===== src/rtl/etsr_consts.vh =====
/*
  constants for the event timestamp sample readout block: register byte
  offsets, field positions, reset values and capture counts.
  assumes it is included by bare name from files under rtl/ and dv/.
*/
`ifndef ETSR_CONSTS_VH
`define ETSR_CONSTS_VH

// ****************************************************************
// register byte offsets
// ****************************************************************
`define ETSR_ADDR_W          16
`define ETSR_OFF_UNIT_INDEX  16'h0510
`define ETSR_OFF_S7_NS       16'h059C
`define ETSR_OFF_S7_SEC      16'h05A0
`define ETSR_OFF_S7_PHASE    16'h05A4
`define ETSR_OFF_S8_NS       16'h05A8
`define ETSR_OFF_S8_SEC      16'h05AC
`define ETSR_OFF_S8_PHASE    16'h05B0
`define ETSR_OFF_CTRL        16'h05B4
`define ETSR_OFF_STATUS      16'h05B8

// ****************************************************************
// field positions and widths
// ****************************************************************
`define ETSR_UNIT_PTR_BIT    8
`define ETSR_EDGE_BIT        30
`define ETSR_NS_MSB          29
`define ETSR_PHASE_MSB       2
`define ETSR_CNT_MSB         3
`define ETSR_CTRL_CLR_LSB    8

// ****************************************************************
// reset values and counts
// ****************************************************************
`define ETSR_ZERO32          32'h00000000
`define ETSR_ZERO30          30'h00000000
`define ETSR_ZERO3           3'h0
`define ETSR_ZERO4           4'h0
`define ETSR_ENABLE_RST      2'h3
`define ETSR_SLOT_LAST       3'h4
`define ETSR_CNT_BEFORE_7TH  4'h6
`define ETSR_CNT_BEFORE_8TH  4'h7
`define ETSR_CNT_FULL        4'h8

`endif


===== src/rtl/etsr_capture_unit.v =====
/*
  one timestamp unit: synchronises its event pin, counts edges and keeps
  the seventh and eighth edge samples (polarity, ns, s, phase code).
  assumes time-of-day and phase inputs come from logic on sys_clk.
*/
`timescale 1ns/1ps
`default_nettype none
`include "etsr_consts.vh"

module etsr_capture_unit
(
  input  wire        sys_clk,
  input  wire        arst_n,
  input  wire        evt_pin,
  input  wire        cap_enable,
  input  wire        cap_clear,
  input  wire [29:0] tod_nsec,
  input  wire [31:0] tod_sec,
  input  wire [2:0]  phase_slot,
  output reg  [3:0]  edge_cnt_r,
  output reg         seventh_edge_polarity,
  output reg  [29:0] seventh_capture_nanosec,
  output reg  [31:0] seventh_capture_sec,
  output reg  [2:0]  seventh_capture_phase_slot,
  output reg         eighth_edge_polarity,
  output reg  [29:0] eighth_capture_nanosec,
  output reg  [31:0] eighth_capture_sec,
  output reg  [2:0]  eighth_capture_phase_slot
);

  // ****************************************************************
  // pin synchroniser and edge detect
  // ****************************************************************
  reg  sync1_r;
  reg  sync2_r;
  reg  prev_r;
  wire rise;
  wire fall;
  wire hit;

  // first stage feeds only the second stage
  always @(posedge sys_clk or negedge arst_n)
  begin
    if (!arst_n)
    begin
      sync1_r <= 1'b0;
      sync2_r <= 1'b0;
      prev_r  <= 1'b0;
    end
    else
    begin
      sync1_r <= evt_pin;
      sync2_r <= sync1_r;
      prev_r  <= sync2_r;
    end
  end

  assign rise = sync2_r & ~prev_r;
  assign fall = ~sync2_r & prev_r;
  // counting stops once eighth edge is held, so samples stay frozen
  assign hit  = cap_enable & (rise | fall) & (edge_cnt_r != `ETSR_CNT_FULL);

  // ****************************************************************
  // edge counter and sample slots
  // ****************************************************************
  // clear takes priority: software rearms the unit for a new burst
  always @(posedge sys_clk or negedge arst_n)
  begin
    if (!arst_n)
    begin
      edge_cnt_r                 <= `ETSR_ZERO4;
      seventh_edge_polarity      <= 1'b0;
      seventh_capture_nanosec    <= `ETSR_ZERO30;
      seventh_capture_sec        <= `ETSR_ZERO32;
      seventh_capture_phase_slot <= `ETSR_ZERO3;
      eighth_edge_polarity       <= 1'b0;
      eighth_capture_nanosec     <= `ETSR_ZERO30;
      eighth_capture_sec         <= `ETSR_ZERO32;
      eighth_capture_phase_slot  <= `ETSR_ZERO3;
    end
    else if (cap_clear)
    begin
      edge_cnt_r <= `ETSR_ZERO4;
    end
    else if (hit)
    begin
      edge_cnt_r <= edge_cnt_r + 4'h1;
      if (edge_cnt_r == `ETSR_CNT_BEFORE_7TH)
      begin
        seventh_edge_polarity      <= rise;        // RULE2
        seventh_capture_nanosec    <= tod_nsec;    // RULE3
        seventh_capture_sec        <= tod_sec;     // RULE4
        seventh_capture_phase_slot <= phase_slot;  // RULE5
      end
      if (edge_cnt_r == `ETSR_CNT_BEFORE_8TH)
      begin
        eighth_edge_polarity      <= rise;         // RULE7
        eighth_capture_nanosec    <= tod_nsec;     // RULE7
        eighth_capture_sec        <= tod_sec;      // RULE7
        eighth_capture_phase_slot <= phase_slot;   // RULE8
      end
    end
  end

endmodule // etsr_capture_unit
`default_nettype wire


===== src/rtl/etsr_sample_readout.v =====
/*
  event timestamp sample readout: two timestamp units, the 8 ns phase
  slot counter and the register port through which software reads the
  seventh and eighth samples of the unit chosen by the unit pointer.
  assumes tod_nsec/tod_sec are driven on sys_clk by the ptp clock and
  that evt_pin inputs are asynchronous pins.
*/
// The plain strobed port was chosen for this implementation.
`timescale 1ns/1ps
`default_nettype none
`include "etsr_consts.vh"

// Summary of operation
// RULE1 - sample registers show the unit chosen by pointer bit 8 of unit index
// RULE2 - edge bit 30 reads one for rising edge, zero for falling edge
// RULE3 - seventh sample nanoseconds held in read-only bits 29:0
// RULE4 - seventh sample seconds held in full 32-bit read-only register, reset zero
// RULE5 - 3-bit phase code names 8 ns slot within 40 ns period
// RULE6 - phase codes 000, 001, 010, 011, 100 for 0, 8, 16, 24, 32 ns
// RULE7 - eighth sample has own edge bit, nanoseconds and seconds fields
// RULE8 - eighth sample has 3-bit phase code with same encoding
// RULE9 - reserved bits read zero; writes to sample registers change nothing
module etsr_sample_readout
(
  input  wire        sys_clk,
  input  wire        arst_n,
  input  wire [1:0]  evt_pin,
  input  wire [29:0] tod_nsec,
  input  wire [31:0] tod_sec,
  input  wire [15:0] reg_addr,
  input  wire [31:0] reg_wdata,
  input  wire        reg_wr_stb,
  input  wire        reg_rd_stb,
  output reg  [31:0] reg_rdata_r
);

  // ****************************************************************
  // declarations
  // ****************************************************************
  reg  [2:0]  slot_r;
  reg  [2:0]  slot_nxt;
  reg         unit_ptr_r;
  reg  [1:0]  enable_r;
  reg  [1:0]  clear_r;
  reg  [1:0]  clear_nxt;
  reg  [31:0] reg_rdata_nxt;

  wire [7:0]  cnt_all;
  wire [1:0]  pol7_all;
  wire [59:0] ns7_all;
  wire [63:0] sec7_all;
  wire [5:0]  ph7_all;
  wire [1:0]  pol8_all;
  wire [59:0] ns8_all;
  wire [63:0] sec8_all;
  wire [5:0]  ph8_all;

  // selected unit view
  wire [3:0]  sel_cnt;
  wire        sel_pol7;
  wire [29:0] sel_ns7;
  wire [31:0] sel_sec7;
  wire [2:0]  sel_ph7;
  wire        sel_pol8;
  wire [29:0] sel_ns8;
  wire [31:0] sel_sec8;
  wire [2:0]  sel_ph8;

  // ****************************************************************
  // phase slot counter
  // ****************************************************************
  // five 8 ns cycles of sys_clk make one 40 ns period of the 25 MHz
  // clock; the count value is directly the phase code, so 16 ns reads
  // 010 and codes 101-111 are never produced
  always @*
  begin
    if (slot_r == `ETSR_SLOT_LAST)
    begin
      slot_nxt = `ETSR_ZERO3;                    // RULE6
    end
    else
    begin
      slot_nxt = slot_r + 3'h1;                  // RULE6
    end
  end

  always @(posedge sys_clk or negedge arst_n)
  begin
    if (!arst_n)
    begin
      slot_r <= `ETSR_ZERO3;
    end
    else
    begin
      slot_r <= slot_nxt;                        // RULE5
    end
  end

  // ****************************************************************
  // timestamp units
  // ****************************************************************
  // one unit per event pin; the pin synchroniser adds three cycles of
  // fixed latency which software may subtract if it needs to
  genvar u;
  generate
    for (u = 0; u < 2; u = u + 1)
    begin : g_unit
      etsr_capture_unit u_cap
      (
        .sys_clk                    (sys_clk),
        .arst_n                     (arst_n),
        .evt_pin                    (evt_pin[u]),
        .cap_enable                 (enable_r[u]),
        .cap_clear                  (clear_r[u]),
        .tod_nsec                   (tod_nsec),
        .tod_sec                    (tod_sec),
        .phase_slot                 (slot_r),
        .edge_cnt_r                 (cnt_all[u*4 +: 4]),
        .seventh_edge_polarity      (pol7_all[u]),
        .seventh_capture_nanosec    (ns7_all[u*30 +: 30]),
        .seventh_capture_sec        (sec7_all[u*32 +: 32]),
        .seventh_capture_phase_slot (ph7_all[u*3 +: 3]),
        .eighth_edge_polarity       (pol8_all[u]),
        .eighth_capture_nanosec     (ns8_all[u*30 +: 30]),
        .eighth_capture_sec         (sec8_all[u*32 +: 32]),
        .eighth_capture_phase_slot  (ph8_all[u*3 +: 3])
      );
    end
  endgenerate

  // ****************************************************************
  // unit selection
  // ****************************************************************
  // every sample register follows the pointer, phase ones included
  assign sel_cnt  = cnt_all[unit_ptr_r*4 +: 4];
  assign sel_pol7 = pol7_all[unit_ptr_r];        // RULE1
  assign sel_ns7  = ns7_all[unit_ptr_r*30 +: 30]; // RULE1
  assign sel_sec7 = sec7_all[unit_ptr_r*32 +: 32]; // RULE1
  assign sel_ph7  = ph7_all[unit_ptr_r*3 +: 3];
  assign sel_pol8 = pol8_all[unit_ptr_r];        // RULE1
  assign sel_ns8  = ns8_all[unit_ptr_r*30 +: 30]; // RULE1
  assign sel_sec8 = sec8_all[unit_ptr_r*32 +: 32]; // RULE1
  assign sel_ph8  = ph8_all[unit_ptr_r*3 +: 3];

  // ****************************************************************
  // writable control registers
  // ****************************************************************
  // clear bits are one-cycle pulses and always read back as zero
  always @*
  begin
    clear_nxt = 2'h0;
    if (reg_wr_stb && (reg_addr == `ETSR_OFF_CTRL))
    begin
      clear_nxt = reg_wdata[`ETSR_CTRL_CLR_LSB +: 2];
    end
  end

  // only pointer and control are writable; sample offsets fall through
  always @(posedge sys_clk or negedge arst_n)
  begin
    if (!arst_n)
    begin
      unit_ptr_r <= 1'b0;
      enable_r   <= `ETSR_ENABLE_RST;
      clear_r    <= 2'h0;
    end
    else
    begin
      clear_r <= clear_nxt;
      if (reg_wr_stb && (reg_addr == `ETSR_OFF_UNIT_INDEX))
      begin
        unit_ptr_r <= reg_wdata[`ETSR_UNIT_PTR_BIT]; // RULE1
      end
      if (reg_wr_stb && (reg_addr == `ETSR_OFF_CTRL))
      begin
        enable_r <= reg_wdata[1:0];
      end
    end
  end

  // ****************************************************************
  // read multiplexer
  // ****************************************************************
  // unmapped offsets and reserved bits read as zero
  always @*
  begin
    reg_rdata_nxt = `ETSR_ZERO32;                // RULE9
    case (reg_addr)
      `ETSR_OFF_UNIT_INDEX:
      begin
        reg_rdata_nxt[`ETSR_UNIT_PTR_BIT] = unit_ptr_r;
      end
      `ETSR_OFF_S7_NS:
      begin
        reg_rdata_nxt[`ETSR_EDGE_BIT]      = sel_pol7; // RULE2
        reg_rdata_nxt[`ETSR_NS_MSB:0]      = sel_ns7;  // RULE3
      end
      `ETSR_OFF_S7_SEC:
      begin
        reg_rdata_nxt = sel_sec7;                      // RULE4
      end
      `ETSR_OFF_S7_PHASE:
      begin
        reg_rdata_nxt[`ETSR_PHASE_MSB:0]   = sel_ph7;  // RULE5
      end
      `ETSR_OFF_S8_NS:
      begin
        reg_rdata_nxt[`ETSR_EDGE_BIT]      = sel_pol8; // RULE7
        reg_rdata_nxt[`ETSR_NS_MSB:0]      = sel_ns8;  // RULE7
      end
      `ETSR_OFF_S8_SEC:
      begin
        reg_rdata_nxt = sel_sec8;                      // RULE7
      end
      `ETSR_OFF_S8_PHASE:
      begin
        reg_rdata_nxt[`ETSR_PHASE_MSB:0]   = sel_ph8;  // RULE8
      end
      `ETSR_OFF_CTRL:
      begin
        reg_rdata_nxt[1:0] = enable_r;
      end
      `ETSR_OFF_STATUS:
      begin
        reg_rdata_nxt[`ETSR_CNT_MSB:0] = sel_cnt;
      end
      default:
      begin
        reg_rdata_nxt = `ETSR_ZERO32;                  // RULE9
      end
    endcase
  end

  // read data stand only in the cycle after the strobe, zero otherwise
  always @(posedge sys_clk or negedge arst_n)
  begin
    if (!arst_n)
    begin
      reg_rdata_r <= `ETSR_ZERO32;
    end
    else if (reg_rd_stb)
    begin
      reg_rdata_r <= reg_rdata_nxt;
    end
    else
    begin
      reg_rdata_r <= `ETSR_ZERO32;
    end
  end

endmodule // etsr_sample_readout
`default_nettype wire

===== config.mk =====
export PLATFORM = sky130hd
export DESIGN_NAME = etsr_sample_readout
export DESIGN_NICKNAME = d
export VERILOG_FILES = /design/src/rtl/etsr_capture_unit.v /design/src/rtl/etsr_sample_readout.v
export VERILOG_INCLUDE_DIRS = /design/src /design/src/rtl
export SDC_FILE = /design/constraint.sdc
export NUM_CORES = 1
export LEC_CHECK = 0
export BUFFER_PORTS_ARGS = -buffer_cell sky130_fd_sc_hd__buf_2
export CAP_MARGIN = 20
export CELL_PAD_IN_SITES_DETAIL_PLACEMENT = 1
export CELL_PAD_IN_SITES_GLOBAL_PLACEMENT = 2
export CORE_MARGIN = 3
export CORE_UTILIZATION = 42
export DETAILED_ROUTE_END_ITERATION = 10
export PLACE_DENSITY = 0.77
export SYNTH_ARGS = -nofsm -noshare
export SYNTH_HDL_FRONTEND = slang
export SYNTH_SLANG_ARGS = --single-unit

===== constraint.sdc =====
create_clock -name sys_clk -period 2.7 [get_ports sys_clk]
set_input_delay 0.54 -clock sys_clk [delete_from_list [all_inputs] [get_ports sys_clk]]
set_output_delay 0.54 -clock sys_clk [all_outputs]
set_load 0.005 [all_outputs]

Word level (Yosys, flattened, before mapping)
Index checks and enable logic that the tools add are counted.
{ "word_totals": {"reg_bits": 318, "word_cells": 100, "in_bits": 116, "out_inout_bits": 32} }
{ "classes": {"reduce_logical": 8, "addsub": 3, "muxes": 18, "shift": 7, "n_eq_ne": 16, "multipliers": 2, "n_lt_le_gt_ge": 1, "bitwise_logic": 16} }
{ "ops": {"columns": ["cell", "n"], "rows": [
  ["$eq 16x11->1 const B", 9],
  ["$shiftx 64x7->32", 2],
  ["$shiftx 60x7->30", 2],
  ["$pmux 22 s4", 1],
  ["$mux 32", 1],
  ["$eq 4x3->1 const B", 4],
  ["$mux 4", 4],
  ["$pmux 2 s8", 1],
  ["$pmux 4 s4", 1],
  ["$reduce_and 3->1", 4],
  ["$shiftx 6x4->3", 2],
  ["$pmux 1 s5", 2],
  ["$add 4x1->4 const B", 2],
  ["$and 1x1->1", 8],
  ["$ne 4x4->1 const B", 2],
  ["$shiftx 8x4->4", 1],
  ["$pmux 1 s7", 1],
  ["$not 1->1", 6],
  ["$mul 1x4->5 const B", 1],
  ["$mux 1", 4],
  ["$reduce_bool 2->1", 2],
  ["$add 3x1->3 const B", 1],
  ["$eq 3x3->1 const B", 1],
  ["$mul 1x2->3 const B", 1],
  ["6 further kinds", 8]
]} }

Depth between registers and ports, before layout
{ "logic_depth": {"ltp_word": 7, "ltp_mapped": 9, "depth_no_buf": 7} }

Modules after synthesis
A second synthesis with hierarchy kept.
{ "unflattened": {"cells_unflattened": 996, "hier_area_um2": 14799.2} }
{ "by_module_without_submodules": {"columns": ["mod", "cells_per_inst", "area_each_um2", "n_inst"], "rows": [
  ["etsr_capture_unit", 312, 5597.9, 2],
  ["etsr_sample_readout", 372, 3603.5, 1]
]} }

Least setup slack after synthesis
OpenSTA, ideal clock, no wires.
{ "synth_path": {"kind": "in2reg", "start": "input port reg_addr[13]", "end": "register reg_rdata_r[20]", "n_path_buf": 3, "arrival_time_ps": 2030, "setup_ps": 64, "setup_slack_ps": 606, "stages": 8, "path_cell_list": "or4_4 -> nor2_4 -> buf_6 -> nand3_1 -> buf_4 -> buf_4 -> o22ai_1 -> o21a_1"} }
{ "synth_between": {"elab_chain_len": 3} }
{ "synth_lines": {"columns": ["element", "line_no", "source"], "rows": [
  ["from (decl)", "etsr_sample_readout.v:30", "input wire [15:0] reg_addr,"],
  ["$eq 16x11->1", "etsr_sample_readout.v:188", "case (reg_addr)"],
  ["$pmux 22 s4 (*)", "etsr_sample_readout.v:188", null],
  ["$mux 32 (*)", "etsr_sample_readout.v:241", "else if (reg_rd_stb)"],
  ["to (signal assigned)", "etsr_sample_readout.v:239", "reg_rdata_r <= `ETSR_ZERO32;"],
  ["to (signal assigned)", "etsr_sample_readout.v:243", "reg_rdata_r <= reg_rdata_nxt;"],
  ["to (signal assigned)", "etsr_sample_readout.v:247", "reg_rdata_r <= `ETSR_ZERO32;"],
  ["to (decl)", "etsr_sample_readout.v:34", "output reg [31:0] reg_rdata_r"]
]} }
Every way passes the cells marked *; elsewhere a longest branch is shown, timed or not.
A chain may end at the register's enable or synchronous reset.

Final worst setup path
{ "layout_path": {"start": "register unit_ptr_r", "end": "register reg_rdata_r[3]"} }
{ "layout_between": {"elab_chain_len": 4} }
{ "layout_lines": {"columns": ["element", "line_no", "source"], "rows": [
  ["from (decl)", "etsr_sample_readout.v:42", "reg unit_ptr_r;"],
  ["from (signal assigned)", "etsr_sample_readout.v:172", "unit_ptr_r <= reg_wdata[`ETSR_UNIT_PTR_BIT];"],
  ["$mul 1x4->5", "etsr_sample_readout.v:137, etsr_sample_readout.v:141", null],
  ["$shiftx 60x7->30, on equally long branches", "etsr_sample_readout.v:141, etsr_sample_readout.v:137", null],
  ["$pmux 1 s5 (*)", "etsr_sample_readout.v:188", null],
  ["$mux 32 (*)", "etsr_sample_readout.v:241", null]
]} }
Marks and branches as above.

==> results <==
- For this run the aggregate overflow at the end of global routing stands at 0.
- Dividing the final minimum period by the clock period gives 0.832.
- In this run the worst setup path begins at unit_ptr_r.
- The HPWL after detailed placement is around 21000 µm.
- The count of yosys warnings during synthesis is 0.
- The placeable core region is around 0.033 mm².
- The count of endpoints failing setup in the final report is 0.
- The largest individual stage delay along the critical path comes from the cell sky130_fd_sc_hd__dfrtp_4.
- The via count of the routed design is ~8700.
- The synthesis-to-layout area growth is 17.9%.
- The number of fill cells is around 3300.
- The global router's overall resource usage is 0.191.
- The number of nets in the final layout is around 1300.
- Leaving out fill and tap cells, the most frequent cell in the layout is sky130_fd_sc_hd__dfrtp_1.
- Each instance of the synthesized netlist takes up on average between 10 and 15 µm².
- The actual slew at the worst max-slew pin is between 0.6 and 0.7 ns.
- Of all flip-flops after synthesis, the portion carrying an async set or reset was 1.00.
- The kind of end point of the critical path is a flip-flop.
- The number of buffer and inverter stages on the critical path is 1.
- Setup repair after global routing left no endpoint under its margin.
- The startpoint identified for the worst register-to-register timing path is unit_ptr_r.
- The routed wirelength normalized by instance count is roughly 21 µm.
- The share of final-layout standard cells stronger than drive strength 1 is 0.426.
- The remaining max-slew budget at the tightest pin is 0.538.
- Between clock sinks in the finished design, the worst skew comes to roughly 0.0085 ns.
- The area of combinational cells with multiple inputs is approximately 0.0058 mm².
- The number of levels the H-tree was split into is 2.
- Across the run, the number of max-cap violations was 0.
- The number of instances resized during post-cts repair is 0.
- The cell at the root of the clock tree is sky130_fd_sc_hd__clkbuf_16.
- The clock slew at the register clock pins of the worst setup and hold paths is around 0.05 ns.
- The post-layout minimum cycle time is ~2.2 ns.
- The initial antenna violation count was 4.
- The cell that appears most often on the critical path is sky130_fd_sc_hd__a21oi_1.
- The kind of launch point of the worst setup path is a flip-flop.
- The buffer depth of the longest clock path is 3.
- After detailed routing, the number of remaining DRC violations is 0.
- In the synthesized netlist, the number of instances is between 900 and 1000.
- The worst supply voltage drop on vdd is 0.551 mV.
- Summing all flip-flop and latch instances after layout gives about 0.0080 mm².
- The length of the first detailed-routing pass in iterations is 4.
- Once detail routing completed, the nets flagged for antenna violations numbered 0.
- The floorplan step defined a die boundary enclosing roughly 0.036 mm².
- The final hold violation count came to 0.
- Of all nets on the critical path, the largest fanout is 34.
- Once layout is complete, the utilization of the core stands at 0.505.
- Buffers inserted to repair hold after CTS numbered 1.
- The required time of the critical path is ~3.1 ns.
- The average vias per placed instance is around 5.4.
- The highest attainable clock frequency is around 0.45 GHz.
- The source-to-sink clock delay at the later pin of the worst-skew pair is approximately 0.5 ns.
- The number of synthesized register bits is roughly 320.
- During I/O placement, the number of pins put on the boundary was around 150.
- The netlist area before placement is about 0.014 mm².
- After routing, the total negative slack on setup checks comes to 0 ns.
- The first-pass GRT wire length is about 54000 µm.
- Clock tree synthesis inserted a total of 37 buffers.
- The signal arrival time at the worst endpoint is around 2.6 ns.
- The total routed wirelength is about 34000 µm.
- The number of clock sinks seen by CTS is 318.
- The kind of critical path is flip-flop to flip-flop.
- The number of pins exceeding their max-slew limit in the final report is 0.
- Buffers placed on the I/O ports in this run total ~120.
- The area share of the largest cell type after synthesis is 0.563.
- TritonCTS built the clock tree.
- The die height is about 190 µm.
- For this run, the slowest stage of the critical path takes 0.81 ns.
- In the layout the commonest cells are sky130_fd_sc_hd__dfrtp_1 (315), sky130_fd_sc_hd__mux2_2 (266), sky130_fd_sc_hd__mux2i_1 (134), sky130_fd_sc_hd__buf_2 (118), sky130_fd_sc_hd__o22ai_1 (62).
- The critical path goes through buf_4, mux2i_1, o22ai_1, a21oi_1, a21oi_1.
- The synthesized design contains 0 enable-type register cells.
- The synthesized netlist net count is approximately 1100.
- After synthesis, the cell types taking the most area are sky130_fd_sc_hd__dfrtp_1 (56%), sky130_fd_sc_hd__mux2_2 (21%), sky130_fd_sc_hd__mux2i_1 (9.5%).
- The run finished with clean final reports.
- For this run, the register share of the synthesized area comes to 0.567.
- Entering global routing, the biggest net connects 75 pins.
- After synthesis, the netlist uses 52 different library cells.
- The analysis attributes to cell leakage a power of between 7 and 8 nW.
- Summed over all instances, the cell type with the most area after synthesis is sky130_fd_sc_hd__dfrtp_1.
- The via count of the first global-routing pass was roughly 9500.
- The detailed router finished its first iteration with 409 violations.
- The cell family with the largest share of critical-path delay is flip-flops.
- The number of rows in the core area is 66.
- The die is around 190 µm wide.
- The kind of path behind the tightest hold check is primary input to flip-flop.
- The post-CTS setup repair buffer count is 0.
- Power spread over the standard cell area amounts to 632 mW/mm².
- The congestion estimate from routability-driven global placement came to just under 0.8.
- The initial utilization of the core area, before any placement, comes to 0.429.
- The most used flip-flop cell after synthesis is sky130_fd_sc_hd__dfrtp_1.
- The overall power of the completed layout is 10.5 mW.
- The launch point of the worst hold path is evt_pin[1].
cell usage after synthesis, types with 2 or more instances:
library cell               number
sky130_fd_sc_hd__xnor2_1        5
sky130_fd_sc_hd__nand3_2        2
sky130_fd_sc_hd__nor3_1         3
sky130_fd_sc_hd__nor2_1        15
sky130_fd_sc_hd__o21a_1        27
sky130_fd_sc_hd__buf_1         15
sky130_fd_sc_hd__clkbuf_1      10
sky130_fd_sc_hd__mux2i_1      134
sky130_fd_sc_hd__nand3b_1       4
sky130_fd_sc_hd__buf_4          3
sky130_fd_sc_hd__ha_1          10
sky130_fd_sc_hd__dfstp_2        2
sky130_fd_sc_hd__buf_6          6
sky130_fd_sc_hd__nand2_1       20
sky130_fd_sc_hd__mux2_2       266
sky130_fd_sc_hd__nand4b_1       2
sky130_fd_sc_hd__inv_1         12
sky130_fd_sc_hd__and2_1         4
sky130_fd_sc_hd__nor2b_1        4
sky130_fd_sc_hd__o22a_1         2
sky130_fd_sc_hd__nor4bb_1       2
sky130_fd_sc_hd__buf_2         27
sky130_fd_sc_hd__dfrtp_1      316
sky130_fd_sc_hd__nand3_1        6
sky130_fd_sc_hd__nand4_1        2
sky130_fd_sc_hd__o21ai_0        6
sky130_fd_sc_hd__a21oi_1        5
sky130_fd_sc_hd__o22ai_1       62
cells by family after synthesis:
family | count (synthesis) | synth area share
buffers and inverters | 73 | 0.0259
and+or+nand+nor | 77 | 0.0328
AOI/OAI and AO/OA | 112 | 0.0535
adders and majority gates | 10 | 0.00890
xor gates and xnor gates | 6 | 0.00374
DFF | 318 | 0.567
muxes | 400 | 0.309
path summary, 6_finish.rpt:
| kind | endpoint | slack [ns] | depth (start not counted) |
|---|---|---|---|
| worst max-delay path | reg_rdata_r[3] | 0.45 | 5 |
| worst min-delay path | g_unit[1].u_cap.sync1_r | 0.14 | 1 |
| worst max register to register | reg_rdata_r[3] | 0.45 | 5 |
| min in group asynchronous | g_unit[1].u_cap.eighth_capture_sec[27] | 0.54 | 2 |
| worst min register to register | g_unit[0].u_cap.sync2_r | 0.35 | 0 |
| max in group asynchronous | g_unit[1].u_cap.eighth_capture_sec[9] | 1.32 | 3 |
metrics by stage:
step	std cells	setup WS, ns	cell area (µm²)	hold WS (ns)
floorplan	996	0.606	14100	0.244
global placement	1531	0.242	15300	0.332
detailed placement	1531	0.219	15300	0.344
CTS	1598	0.449	16600	0.119
global route	1599	0.326	16600	0.126
finish	1599	0.453	16600	0.141
power breakdown:
group	total, mW	internal [mW]	switching, mW
registers	5.06	4.96	0.0937
clock network	4.91	3.01	1.90
logic	0.498	0.245	0.253
total	10.5	8.22	2.24
flip-flops by register name (all words and copies together) (netlist names), 2 cells and up:
register and flops:
enable_r 2, g_unit.u_cap.sync2_r 2, g_unit.u_cap.eighth_capture_nanosec 60, slot_r 3
g_unit.u_cap.edge_cnt_r 8, g_unit.u_cap.sync1_r 2, g_unit.u_cap.seventh_capture_phase_slot 6, g_unit.u_cap.seventh_capture_sec 64
reg_rdata_r 32, g_unit.u_cap.eighth_capture_phase_slot 6, g_unit.u_cap.prev_r 2, g_unit.u_cap.eighth_edge_polarity 2
g_unit.u_cap.seventh_capture_nanosec 60, clear_r 2, g_unit.u_cap.seventh_edge_polarity 2, g_unit.u_cap.eighth_capture_sec 64
routing by layer:
layer / vias to the layer above / GRT usage / share of wire
li1: 3919 / - / -
met1: 4560 / 0.265 / 0.46
met2: 150 / 0.318 / 0.48
met3: 46 / 0.0333 / 0.042
met4: 6 / 0.0412 / 0.015
met5: - / 0 / 0.0014
final cells by class:
class	instances	share of cell area
well taps	442	0.0334
clock inverters	7	0.00400
repair buffers	155	0.0621
flip-flops and latches	318	0.481
diodes	1	0.000151
clock buffers	59	0.0695
inverters	12	0.00272
multi-input cells	605	0.347
No activity file was read; power rests on OpenSTA's default activity.
